## config.mk

```make
export PLATFORM = sky130hd
export DESIGN_NAME = brake_interlock_sequencer
export DESIGN_NICKNAME = d
export VERILOG_FILES = /design/src/brake_pkg.sv /design/src/ms_tick.sv /design/src/abs_position.sv /design/src/brake_interlock_sequencer.sv
export VERILOG_INCLUDE_DIRS = /design/src
export SDC_FILE = /design/constraint.sdc
export NUM_CORES = 1
export LEC_CHECK = 0
export BUFFER_PORTS_ARGS = -buffer_cell sky130_fd_sc_hd__buf_4
export CAP_MARGIN = 20
export CELL_PAD_IN_SITES_DETAIL_PLACEMENT = 0
export CELL_PAD_IN_SITES_GLOBAL_PLACEMENT = 2
export CORE_ASPECT_RATIO = 0.9
export CORE_MARGIN = 1.5
export CORE_UTILIZATION = 33
export DETAILED_ROUTE_END_ITERATION = 16
export PLACE_DENSITY_LB_ADDON = 0.1
export RECOVER_POWER = 50
export SLEW_MARGIN = 20
export SYNTH_ARGS = -nofsm -noshare
export SYNTH_HDL_FRONTEND = slang
export SYNTH_SLANG_ARGS = --single-unit
```

## constraint.sdc

```tcl
create_clock -name clk_i -period 7 [get_ports clk_i]
set_clock_uncertainty 0.1 [all_clocks]
set_input_delay 0.35 -clock clk_i [delete_from_list [all_inputs] [get_ports clk_i]]
set_output_delay 0.35 -clock clk_i [all_outputs]
set_load 0.005 [all_outputs]
```

## src/brake_defines.svh

```systemverilog
// register offsets, reset values and timing constants of the brake interlock sequencer
`ifndef BRAKE_DEFINES_SVH
`define BRAKE_DEFINES_SVH

// ==========================================================
// register byte offsets
`define OFS_OUT_SEL 8'h00
`define OFS_SERVO_WAIT 8'h04
`define OFS_BASIC_WAIT 8'h08
`define OFS_BRAKE_SPEED 8'h0C
`define OFS_BRAKE_TIME 8'h10
`define OFS_BASIC_FUNC 8'h14
`define OFS_STATUS 8'h18
`define OFS_SINGLETURN 8'h1C
`define OFS_MULTITURN 8'h20
`define OFS_IRQ_STAT 8'h24
`define OFS_IRQ_MASK 8'h28

// ==========================================================
// reset values and setting limits
`define RST_OUT_SEL 12'h000
`define RST_SERVO_WAIT 16'h0000
`define RST_BASIC_WAIT 9'h000
`define RST_BRAKE_SPEED 7'h64
`define RST_BRAKE_TIME 7'h32
`define RST_BASIC_FUNC 16'h0000
`define SERVO_WAIT_MAX 16'sh07D0
`define SERVO_WAIT_MIN (-16'sh07D0)
`define BASIC_WAIT_MAX 9'h1F4
`define BRAKE_SPEED_MIN 7'h0A
`define BRAKE_SPEED_MAX 7'h64
`define BRAKE_TIME_MIN 7'h0A
`define BRAKE_TIME_MAX 7'h64

// ==========================================================
// field positions and codes
`define FUNC_BRAKE 4'h4
`define FUNC_LAST 4'h9
`define PL_DIGIT_HI 15
`define PL_DIGIT_LO 12
`define PL_ALARM 4'h1
`define STAT_PL_ALARM 3
`define SINGLE_MAX 17'h1FFFF

// ==========================================================
// timing
`define CLK_FREQ_HZ 40000000
`define MS_PER_S 1000
`define WAIT_UNIT_MS 10
`define MS_CYCLES (`CLK_FREQ_HZ / `MS_PER_S)

`endif

```

## src/brake_pkg.sv

```systemverilog
// types shared by the brake interlock sequencer
package brake_pkg;
	typedef enum logic [2:0] {ST_OFF, ST_ON_WAIT, ST_ON, ST_OFF_WAIT, ST_RUN_STOP} seq_state_e;
	typedef logic [3:0] func_code_t;
	typedef logic [9:0] func_vec_t;
endpackage

```

## src/ms_tick.sv

```systemverilog
// millisecond tick generator
`timescale 1ns/1ps
module ms_tick #(
	parameter int MS_CYCLES = 40000
) (
	input wire logic clk_i,
	input wire logic rst_i,
	output logic tick_o
);

	logic [31:0] cnt_reg;
	logic [31:0] cnt_next;
	wire wrap = (cnt_reg == 32'(MS_CYCLES - 1));

	assign cnt_next = wrap ? 32'h0000_0000 : cnt_reg + 32'h0000_0001;

	always_ff @(posedge clk_i)
	begin
		if (rst_i)
		begin
			cnt_reg <= 32'h0000_0000;
			tick_o <= 1'b0;
		end
		else
		begin
			cnt_reg <= cnt_next;
			tick_o <= wrap;
		end
	end

endmodule

```

## src/abs_position.sv

```systemverilog
// absolute position counter: 17-bit single-turn and signed 16-bit multiturn
`timescale 1ns/1ps
`include "brake_defines.svh"
module abs_position (
	input wire logic clk_i,
	input wire logic rst_i,
	input wire logic step_fwd_i,
	input wire logic step_rev_i,
	output logic [16:0] single_o,
	output logic [15:0] multi_o,
	output logic wrap_o
);

	wire fwd = step_fwd_i & ~step_rev_i;
	wire rev = step_rev_i & ~step_fwd_i;
	wire carry = fwd & (single_o == `SINGLE_MAX);
	wire borrow = rev & (single_o == 17'h00000);
	// two's complement rollover gives +32767 -> -32768 and back
	wire [15:0] multi_next = carry ? multi_o + 16'h0001 : borrow ? multi_o - 16'h0001 : multi_o;

	always_ff @(posedge clk_i)
	begin
		if (rst_i)
		begin
			single_o <= 17'h00000;
			multi_o <= 16'h0000;
			wrap_o <= 1'b0;
		end
		else
		begin
			single_o <= fwd ? single_o + 17'h00001 : rev ? single_o - 17'h00001 : single_o;
			multi_o <= multi_next;
			wrap_o <= (carry & (multi_o == 16'h7FFF)) | (borrow & (multi_o == 16'h8000));
		end
	end

endmodule

```

## src/brake_interlock_sequencer.sv

```systemverilog
// brake interlock sequencer with wishbone register file and output terminal routing
//
// Operation
// - the brake interlock output is low to release the holding brake and high to apply it.
// - out of reset the brake interlock is routed to no terminal and stays inactive.
// - function code 4 in any of the three allocation digits routes the brake to that pair.
// - each allocation digit picks one of the ten output functions by its code 0 to 9.
// - with default waits the brake is applied in the same cycle the servo turns off.
// - signed servo wait plus basic interval in 10 ms units shift servo against brake.
// - an alarm turns the servo off at once, ignoring the servo-off wait.
// - the running-stop conditions apply to stops from servo off or from an alarm.
// - while running down the brake applies once speed falls below the brake wait speed.
// - while running down the brake also applies once the brake wait time has run out.
// - the top basic function digit picks continue (0) or alarm (1) on supply loss.
// - position is 17-bit single-turn plus signed 16-bit multiturn, +32767 wraps to -32768.
// - counting down below -32768 wraps the multiturn count to +32767.
//
// Local design decisions: register access over Wishbone and the register addresses.
`timescale 1ns/1ps
`include "brake_defines.svh"
module brake_interlock_sequencer
	import brake_pkg::*;
#(
	parameter int MS_CYCLES = `MS_CYCLES
) (
	input wire logic clk_i,
	input wire logic rst_i,
	input wire logic wb_cyc_i,
	input wire logic wb_stb_i,
	input wire logic wb_we_i,
	input wire logic [7:0] wb_adr_i,
	input wire logic [3:0] wb_sel_i,
	input wire logic [31:0] wb_dat_i,
	output logic [31:0] wb_dat_o,
	output logic wb_ack_o,
	input wire logic servo_on_i,
	input wire logic alarm_i,
	input wire logic power_loss_i,
	input wire logic [15:0] speed_rpm_i,
	input wire logic enc_fwd_i,
	input wire logic enc_rev_i,
	input wire logic [9:0] func_src_i,
	output logic servo_enable_o,
	output logic brake_release_n_o,
	output logic [2:0] out_term_n_o,
	output logic power_loss_alarm_o,
	output logic irq_o
);

	// ==========================================================
	// functions

	function automatic logic [31:0] lane_merge(input logic [31:0] old, input logic [31:0] nw,
		input logic [3:0] sel);
		logic [31:0] m;
		m = {{8{sel[3]}}, {8{sel[2]}}, {8{sel[1]}}, {8{sel[0]}}};
		return (old & ~m) | (nw & m);
	endfunction

	function automatic logic [6:0] clamp7(input logic [31:0] v, input logic [6:0] lo,
		input logic [6:0] hi);
		if (v < {25'h0, lo})
			return lo;
		else if (v > {25'h0, hi})
			return hi;
		else
			return v[6:0];
	endfunction

	function automatic logic select_function(input func_code_t code, input func_vec_t src);
		if (code > `FUNC_LAST)
			return 1'b0;
		else
			return src[code];
	endfunction

	// ==========================================================
	// registers

	logic [11:0] out_sel_reg;
	logic [15:0] servo_wait_reg;
	logic [8:0] basic_wait_reg;
	logic [6:0] brake_speed_reg;
	logic [6:0] brake_time_reg;
	logic [15:0] basic_func_reg;
	logic [3:0] irq_stat_reg;
	logic [3:0] irq_mask_reg;
	logic pl_alarm_reg;
	logic [16:0] ms_cnt_reg;
	seq_state_e state_reg;
	seq_state_e state_next;
	logic servo_en_next;
	logic brake_rel_next;
	logic brake_rel_reg;

	// ==========================================================
	// bus decode

	wire bus_req = wb_cyc_i & wb_stb_i & ~wb_ack_o;
	wire bus_wr = bus_req & wb_we_i;
	wire wr_out_sel = bus_wr & (wb_adr_i == `OFS_OUT_SEL);
	wire wr_servo_wait = bus_wr & (wb_adr_i == `OFS_SERVO_WAIT);
	wire wr_basic_wait = bus_wr & (wb_adr_i == `OFS_BASIC_WAIT);
	wire wr_brake_speed = bus_wr & (wb_adr_i == `OFS_BRAKE_SPEED);
	wire wr_brake_time = bus_wr & (wb_adr_i == `OFS_BRAKE_TIME);
	wire wr_basic_func = bus_wr & (wb_adr_i == `OFS_BASIC_FUNC);
	wire wr_status = bus_wr & (wb_adr_i == `OFS_STATUS);
	wire wr_irq_stat = bus_wr & (wb_adr_i == `OFS_IRQ_STAT);
	wire wr_irq_mask = bus_wr & (wb_adr_i == `OFS_IRQ_MASK);

	wire [31:0] m_out_sel = lane_merge({20'h0, out_sel_reg}, wb_dat_i, wb_sel_i);
	wire [31:0] m_servo_wait = lane_merge({16'h0, servo_wait_reg}, wb_dat_i, wb_sel_i);
	wire [31:0] m_basic_wait = lane_merge({23'h0, basic_wait_reg}, wb_dat_i, wb_sel_i);
	wire [31:0] m_brake_speed = lane_merge({25'h0, brake_speed_reg}, wb_dat_i, wb_sel_i);
	wire [31:0] m_brake_time = lane_merge({25'h0, brake_time_reg}, wb_dat_i, wb_sel_i);
	wire [31:0] m_basic_func = lane_merge({16'h0, basic_func_reg}, wb_dat_i, wb_sel_i);
	wire [31:0] m_irq_mask = lane_merge({28'h0, irq_mask_reg}, wb_dat_i, wb_sel_i);
	wire [31:0] w1c_data = lane_merge(32'h0000_0000, wb_dat_i, wb_sel_i);

	// settings are clamped to their legal range on write
	wire signed [15:0] sw_in = m_servo_wait[15:0];
	wire [15:0] servo_wait_wr = (sw_in > `SERVO_WAIT_MAX) ? `SERVO_WAIT_MAX :
		(sw_in < `SERVO_WAIT_MIN) ? `SERVO_WAIT_MIN : sw_in;
	wire [8:0] basic_wait_wr = (m_basic_wait > {23'h0, `BASIC_WAIT_MAX}) ?
		`BASIC_WAIT_MAX : m_basic_wait[8:0];
	wire [6:0] brake_speed_wr = clamp7(m_brake_speed, `BRAKE_SPEED_MIN, `BRAKE_SPEED_MAX);
	wire [6:0] brake_time_wr = clamp7(m_brake_time, `BRAKE_TIME_MIN, `BRAKE_TIME_MAX);

	// ==========================================================
	// helpers

	logic tick;
	logic [16:0] single_turn;
	logic [15:0] multi_turn;
	logic wrap_evt;

	ms_tick #(
		.MS_CYCLES(MS_CYCLES)
	) u_tick (
		.clk_i(clk_i),
		.rst_i(rst_i),
		.tick_o(tick)
	);

	abs_position u_pos (
		.clk_i(clk_i),
		.rst_i(rst_i),
		.step_fwd_i(enc_fwd_i),
		.step_rev_i(enc_rev_i),
		.single_o(single_turn),
		.multi_o(multi_turn),
		.wrap_o(wrap_evt)
	);

	// ==========================================================
	// power loss response

	wire pl_alarm_mode = basic_func_reg[`PL_DIGIT_HI:`PL_DIGIT_LO] == `PL_ALARM;
	wire pl_set = power_loss_i & pl_alarm_mode;
	wire pl_clr = wr_status & w1c_data[`STAT_PL_ALARM];
	wire pl_alarm_next = pl_set | (pl_alarm_reg & ~pl_clr);
	wire pl_evt = pl_set & ~pl_alarm_reg;

	// ==========================================================
	// sequencing conditions

	wire alarm_any = alarm_i | pl_alarm_reg;
	wire run_req = servo_on_i & ~alarm_any;
	wire moving = speed_rpm_i >= {9'h000, brake_speed_reg};
	wire signed [17:0] sw_ms = {{2{servo_wait_reg[15]}}, servo_wait_reg};
	wire signed [17:0] bw_ms = 18'(basic_wait_reg * `WAIT_UNIT_MS);
	wire signed [17:0] wait_total = sw_ms + bw_ms;
	wire wait_neg = wait_total[17];
	wire [17:0] wait_mag = wait_neg ? 18'(-wait_total) : wait_total;
	wire wait_done = {1'b0, ms_cnt_reg} >= wait_mag;
	wire wait_zero = wait_mag == 18'h00000;
	wire [16:0] brake_time_ms = 17'(brake_time_reg * `WAIT_UNIT_MS);
	wire brake_time_done = ms_cnt_reg >= brake_time_ms;
	wire [16:0] ms_cnt_next = (state_next != state_reg) ? 17'h00000 :
		(tick & ~&ms_cnt_reg) ? ms_cnt_reg + 17'h00001 : ms_cnt_reg;

	// ==========================================================
	// servo and brake sequencer

	always_comb
	begin
		state_next = state_reg;
		servo_en_next = servo_enable_o;
		brake_rel_next = brake_rel_reg;
		case (state_reg)
			ST_OFF:
			begin
				servo_en_next = 1'b0;
				brake_rel_next = 1'b0;
				if (run_req)
				begin
					state_next = ST_ON_WAIT;
					if (wait_neg)
						brake_rel_next = 1'b1;
					else
						servo_en_next = 1'b1;
				end
			end
			ST_ON_WAIT, ST_ON:
			begin
				if (!run_req && (alarm_any || moving))
				begin
					servo_en_next = 1'b0;
					if (moving)
						state_next = ST_RUN_STOP;
					else
					begin
						brake_rel_next = 1'b0;
						state_next = ST_OFF;
					end
				end
				else if (!run_req)
				begin
					if (wait_neg)
						servo_en_next = 1'b0;
					else
						brake_rel_next = 1'b0;
					if (wait_zero)
					begin
						servo_en_next = 1'b0;
						brake_rel_next = 1'b0;
						state_next = ST_OFF;
					end
					else
						state_next = ST_OFF_WAIT;
				end
				else if (state_reg == ST_ON_WAIT && wait_done)
				begin
					servo_en_next = 1'b1;
					brake_rel_next = 1'b1;
					state_next = ST_ON;
				end
			end
			ST_OFF_WAIT:
			begin
				if (wait_done || alarm_any)
				begin
					servo_en_next = 1'b0;
					brake_rel_next = 1'b0;
					state_next = ST_OFF;
				end
			end
			ST_RUN_STOP:
			begin
				servo_en_next = 1'b0;
				if (!moving || brake_time_done)
				begin
					brake_rel_next = 1'b0;
					state_next = ST_OFF;
				end
			end
			default:
			begin
				state_next = ST_OFF;
				servo_en_next = 1'b0;
				brake_rel_next = 1'b0;
			end
		endcase
	end

	// ==========================================================
	// output routing

	genvar g;
	logic [2:0] brake_routed;
	logic [2:0] term_next;
	func_vec_t src_vec;
	assign src_vec = {func_src_i[9:5], brake_rel_next, func_src_i[3:0]};

	generate
		for (g = 0; g < 3; g++)
		begin : g_term
			wire func_code_t code = out_sel_reg[4*g+3:4*g];
			assign brake_routed[g] = code == `FUNC_BRAKE;
			// terminal is low while its function is on
			assign term_next[g] = ~select_function(code, src_vec);
		end
	endgenerate

	wire brake_assigned = |brake_routed;
	wire brake_n_next = ~(brake_rel_next & brake_assigned);

	// ==========================================================
	// interrupts

	wire brake_apply_evt = brake_n_next & ~brake_release_n_o;
	wire brake_rel_evt = ~brake_n_next & brake_release_n_o;
	wire [3:0] irq_evt = {wrap_evt, pl_evt, brake_rel_evt, brake_apply_evt};
	wire [3:0] irq_clr = wr_irq_stat ? w1c_data[3:0] : 4'h0;
	wire [3:0] irq_stat_next = irq_evt | (irq_stat_reg & ~irq_clr);
	wire [3:0] irq_mask_next = wr_irq_mask ? m_irq_mask[3:0] : irq_mask_reg;

	// ==========================================================
	// read mux

	wire [31:0] status_word = {24'h0, 1'b0, state_reg, pl_alarm_reg, brake_assigned,
		brake_rel_reg, servo_enable_o};
	wire [31:0] rd_data =
		(wb_adr_i == `OFS_OUT_SEL) ? {20'h0, out_sel_reg} :
		(wb_adr_i == `OFS_SERVO_WAIT) ? {{16{servo_wait_reg[15]}}, servo_wait_reg} :
		(wb_adr_i == `OFS_BASIC_WAIT) ? {23'h0, basic_wait_reg} :
		(wb_adr_i == `OFS_BRAKE_SPEED) ? {25'h0, brake_speed_reg} :
		(wb_adr_i == `OFS_BRAKE_TIME) ? {25'h0, brake_time_reg} :
		(wb_adr_i == `OFS_BASIC_FUNC) ? {16'h0, basic_func_reg} :
		(wb_adr_i == `OFS_STATUS) ? status_word :
		(wb_adr_i == `OFS_SINGLETURN) ? {15'h0, single_turn} :
		(wb_adr_i == `OFS_MULTITURN) ? {{16{multi_turn[15]}}, multi_turn} :
		(wb_adr_i == `OFS_IRQ_STAT) ? {28'h0, irq_stat_reg} :
		(wb_adr_i == `OFS_IRQ_MASK) ? {28'h0, irq_mask_reg} : 32'h0000_0000;

	// ==========================================================
	// settings registers

	always_ff @(posedge clk_i)
	begin
		if (rst_i)
		begin
			out_sel_reg <= `RST_OUT_SEL;
			servo_wait_reg <= `RST_SERVO_WAIT;
			basic_wait_reg <= `RST_BASIC_WAIT;
			brake_speed_reg <= `RST_BRAKE_SPEED;
			brake_time_reg <= `RST_BRAKE_TIME;
			basic_func_reg <= `RST_BASIC_FUNC;
		end
		else
		begin
			if (wr_out_sel)
				out_sel_reg <= m_out_sel[11:0];
			if (wr_servo_wait)
				servo_wait_reg <= servo_wait_wr;
			if (wr_basic_wait)
				basic_wait_reg <= basic_wait_wr;
			if (wr_brake_speed)
				brake_speed_reg <= brake_speed_wr;
			if (wr_brake_time)
				brake_time_reg <= brake_time_wr;
			if (wr_basic_func)
				basic_func_reg <= m_basic_func[15:0];
		end
	end

	// ==========================================================
	// bus answer

	always_ff @(posedge clk_i)
	begin
		if (rst_i)
		begin
			wb_ack_o <= 1'b0;
			wb_dat_o <= 32'h0000_0000;
		end
		else
		begin
			wb_ack_o <= bus_req;
			wb_dat_o <= (bus_req & ~wb_we_i) ? rd_data : 32'h0000_0000;
		end
	end

	// ==========================================================
	// sequencer state and outputs

	always_ff @(posedge clk_i)
	begin
		if (rst_i)
		begin
			state_reg <= ST_OFF;
			ms_cnt_reg <= 17'h00000;
			servo_enable_o <= 1'b0;
			brake_rel_reg <= 1'b0;
			brake_release_n_o <= 1'b1;
			out_term_n_o <= 3'b111;
		end
		else
		begin
			state_reg <= state_next;
			ms_cnt_reg <= ms_cnt_next;
			servo_enable_o <= servo_en_next;
			brake_rel_reg <= brake_rel_next;
			brake_release_n_o <= brake_n_next;
			out_term_n_o <= term_next;
		end
	end

	// ==========================================================
	// alarm and interrupt state

	always_ff @(posedge clk_i)
	begin
		if (rst_i)
		begin
			pl_alarm_reg <= 1'b0;
			power_loss_alarm_o <= 1'b0;
			irq_stat_reg <= 4'h0;
			irq_mask_reg <= 4'h0;
			irq_o <= 1'b0;
		end
		else
		begin
			pl_alarm_reg <= pl_alarm_next;
			power_loss_alarm_o <= pl_alarm_next;
			irq_stat_reg <= irq_stat_next;
			irq_mask_reg <= irq_mask_next;
			irq_o <= |(irq_stat_next & irq_mask_next);
		end
	end

endmodule

```

==> results.md <==
- Status: finished with violations
- Failing checks: capacitance limit, slew limit
- Die area: 0.0418 sq mm
- CP max FO: 7
- Drt first pass iters: 7
- First-pass GRT wire length: 69000 um
- Power per cell area: 184 mW/mm^2
- Final nets: 1962
- Tot GR Track Use: 21.1%
- Final Hold Fails: 0
- Sequential element share of the synthesized area: 28.2%
- WP data required: 7.25 ns
- Slowest-stage cell, CP: fa_1
- Final slew viol count: 120
- H-tree level count: 4
- Buffers on Ports: 118
- Crit path time final: 6.57 ns
- Sequential cell area: 0.00378 sq mm
- DP Wirelength: 34000 um
- Clock-pin slew on the worst setup and hold paths: 0.08 ns
- Commonest non-fill, non-tap cell in the layout: nor2_1
- Ys flop type: dfxtp_1
- Via/cell ratio: 5.40
- Synth warnings: 0
- Clk pwr share: 36.3%
- Setup TNS: 0 ns
- Worst Tran Pin Value: 2.22 ns
- Fmax: 0.152 GHz
- TritonCTS Buffers: 17
- Combinational group share of total power: 21.8%
- Hold WS: 0.0740 ns
- CTS Hold Buffers Added: 0
- Arr. time, crit path: 6.82 ns
- Post-DRT Antenna Nets: 0
- Share of power burned in registers: 41.9%
- Netlist cell types: 88
- Internal power: 0.00196 W
- Most frequent cells in the layout: nor2_1, dfxtp_1, nand2_1, buf_4, a21oi_1
- Multi-input logic area: 0.00907 sq mm
- P_leak: 6.41 nW
- CP endpoint kind: register
- Remaining global-route overflow: 0
- Tcrit/Tclk final: 93.9%
- Cells after Synth: 1664
- Largest net degree at the start of global routing: 53
- ANT cells: 0
- Root Buffer: clkbuf_16
- Post-synth ARST share: 0%
- Worst hold path class: input pin to register
- Clock Latency Late Sink: 0.46 ns
- Placed Instance Area: 0.0150 sq mm
- Routed WL per cell: 19.2 um
- Yosys reg bits: 189
- Row count: 69
- Final GP Congestion: 0.875
- VDD IR max: 0.128 mV
- Headroom to the max-slew limit: -48.1%
- CTS tree: done
- Vias in the first global route: 11700
- Share of layout cells above drive strength 1: 14.8%
- Sw Share: 31.8%
- IO Pins: 120
- DRT iter0 DRCs: 816
- Filler cells: 4166
- CP Launch Type: register
- Max Cap Violations: 3
- Endpoints failing setup: 0
- Overall routed net length: 44400 um
- Core Area: 0.0398 sq mm
- Post-route cell area: 0.0156 sq mm
- Die span in y: 194 um
- CP peak stage delay: 0.40 ns
- Area grow syn2layout: 16.6%
- Initial antenna violation count: 0
- Syn_nets: 1856
- # DRC: 0
- Critical path class: register to register
- Cell repeated most along the worst path: ha_1
- Syn Area/Cell: 8.05 sq um
- Final core occ: 39.3%
- Post-synth EDFFs: 0
- NetSw: 0.000915 W
- CTS max path bufs: 2
- Mapped cell area: 0.0134 sq mm
- Initial core utilization: 33.7%
- Routed via count: 12500
- Die W: 215 um
- # clock sinks: 189
-- through the flow --
step                      total power, W  cells  setup slack [ns]
after floorplan                  0.00166   1664             0.428
after global placement           0.00185   2279           -0.0621
after detailed placement         0.00185   2279            -0.108
after CTS                        0.00291   2312            0.0812
after global routing             0.00303   2315           -0.0625
final                            0.00288   2315             0.428
-- repair_timing --
action,CTS,global route
gates resized for setup,0,17
hold endpoints to repair,0,0
pin swaps,1,3
endpoints found under the setup margin,17,27
buffers inserted,1,3
-- cell usage after synthesis (12+ instances only) --
cell / number / area share (%)
o21ai_0: 68 / 2.5
o211ai_1: 19 / 1.1
xor2_1: 46 / 3.0
ha_1: 107 / 10
a222oi_1: 13 / 0.97
mux2i_1: 57 / 4.3
buf_4: 14 / 0.78
nand4_1: 29 / 1.4
a21o_1: 24 / 1.3
nor2_1: 200 / 5.6
and2_1: 13 / 0.61
nor4_1: 27 / 1.3
and3_1: 17 / 0.79
dfxtp_1: 189 / 28
xnor2_1: 57 / 3.7
a211oi_1: 12 / 0.67
nor3_1: 36 / 1.3
inv_1: 58 / 1.6
nand2_1: 162 / 4.5
clkbuf_1: 59 / 1.7
nand3_1: 48 / 1.8
a21oi_1: 123 / 4.6
a22oi_1: 21 / 1.2
nand2b_1: 22 / 1.0
a31oi_1: 14 / 0.65
-- worst max-delay path: cells and delay by family, from the launching register on --
family,cells,cell delay (ns)
xor gates and xnor gates,2,0.35
and+or+nand+nor,7,1.64
buffers and inverters,3,0.30
AOI/OAI and AO/OA,13,2.26
adders and majority gates,5,1.48
DFF,1,0.32
-- layout make-up --
type	count	area share (%)
Clock buffer	19	2.90
Tap cell	532	4.26
Timing Repair Buffer	172	8.21
Clock inverter	13	0.969
Multi-Input combinational cell	1332	58.0
Inverter	58	1.39
Sequential cell	189	24.2
-- routing by layer --
metal  track usage (%)  wire length (um)  vias up
li1                  -                 -     6279
met1              30.1             22200     5916
met2              32.9             19500      288
met3              4.00              2240       24
met4              4.51               454        0
met5                 0                 0        -
-- path summary, 6_finish.rpt --
kind,from,to,slack [ns],depth (start not counted)
max,basic_wait_reg[1]$_SDFFE_PP0P_,irq_o$_SDFF_PP0_,0.43,30
min,wb_dat_i[13],register,0.07,3
max reg2reg,basic_wait_reg[1]$_SDFFE_PP0P_,irq_o$_SDFF_PP0_,0.43,30
min reg2reg,u_tick.cnt_reg[0]$_SDFF_PP0_,u_tick.cnt_reg[0]$_SDFF_PP0_,0.36,1
-- cell families after synthesis --
logic type,Yosys count,share of synthesized area [%]
buffers and inverters,143,4.55
AND/OR/NAND/NOR,636,23.2
XOR/XNOR,103,6.73
AO/OA/AOI/OAI,412,21.1
other,1,0.0280
adder cells (fa/ha/maj),112,10.7
multiplexers,68,5.43
flip-flops,189,28.2
-- power groups by stage --
| stage | Clock [W] | Sequential [W] | Combinational [W] |
|---|---|---|---|
| final | 0.00104 | 0.00121 | 0.000627 |
| after global placement | 0 | 0.00123 | 0.000624 |
| after detailed placement | 0 | 0.00123 | 0.000625 |
| after global routing | 0.00111 | 0.00121 | 0.000702 |
| after floorplan | 0 | 0.00118 | 0.000480 |
| after CTS | 0.00108 | 0.00120 | 0.000631 |
(Power assumes the default switching activity.)
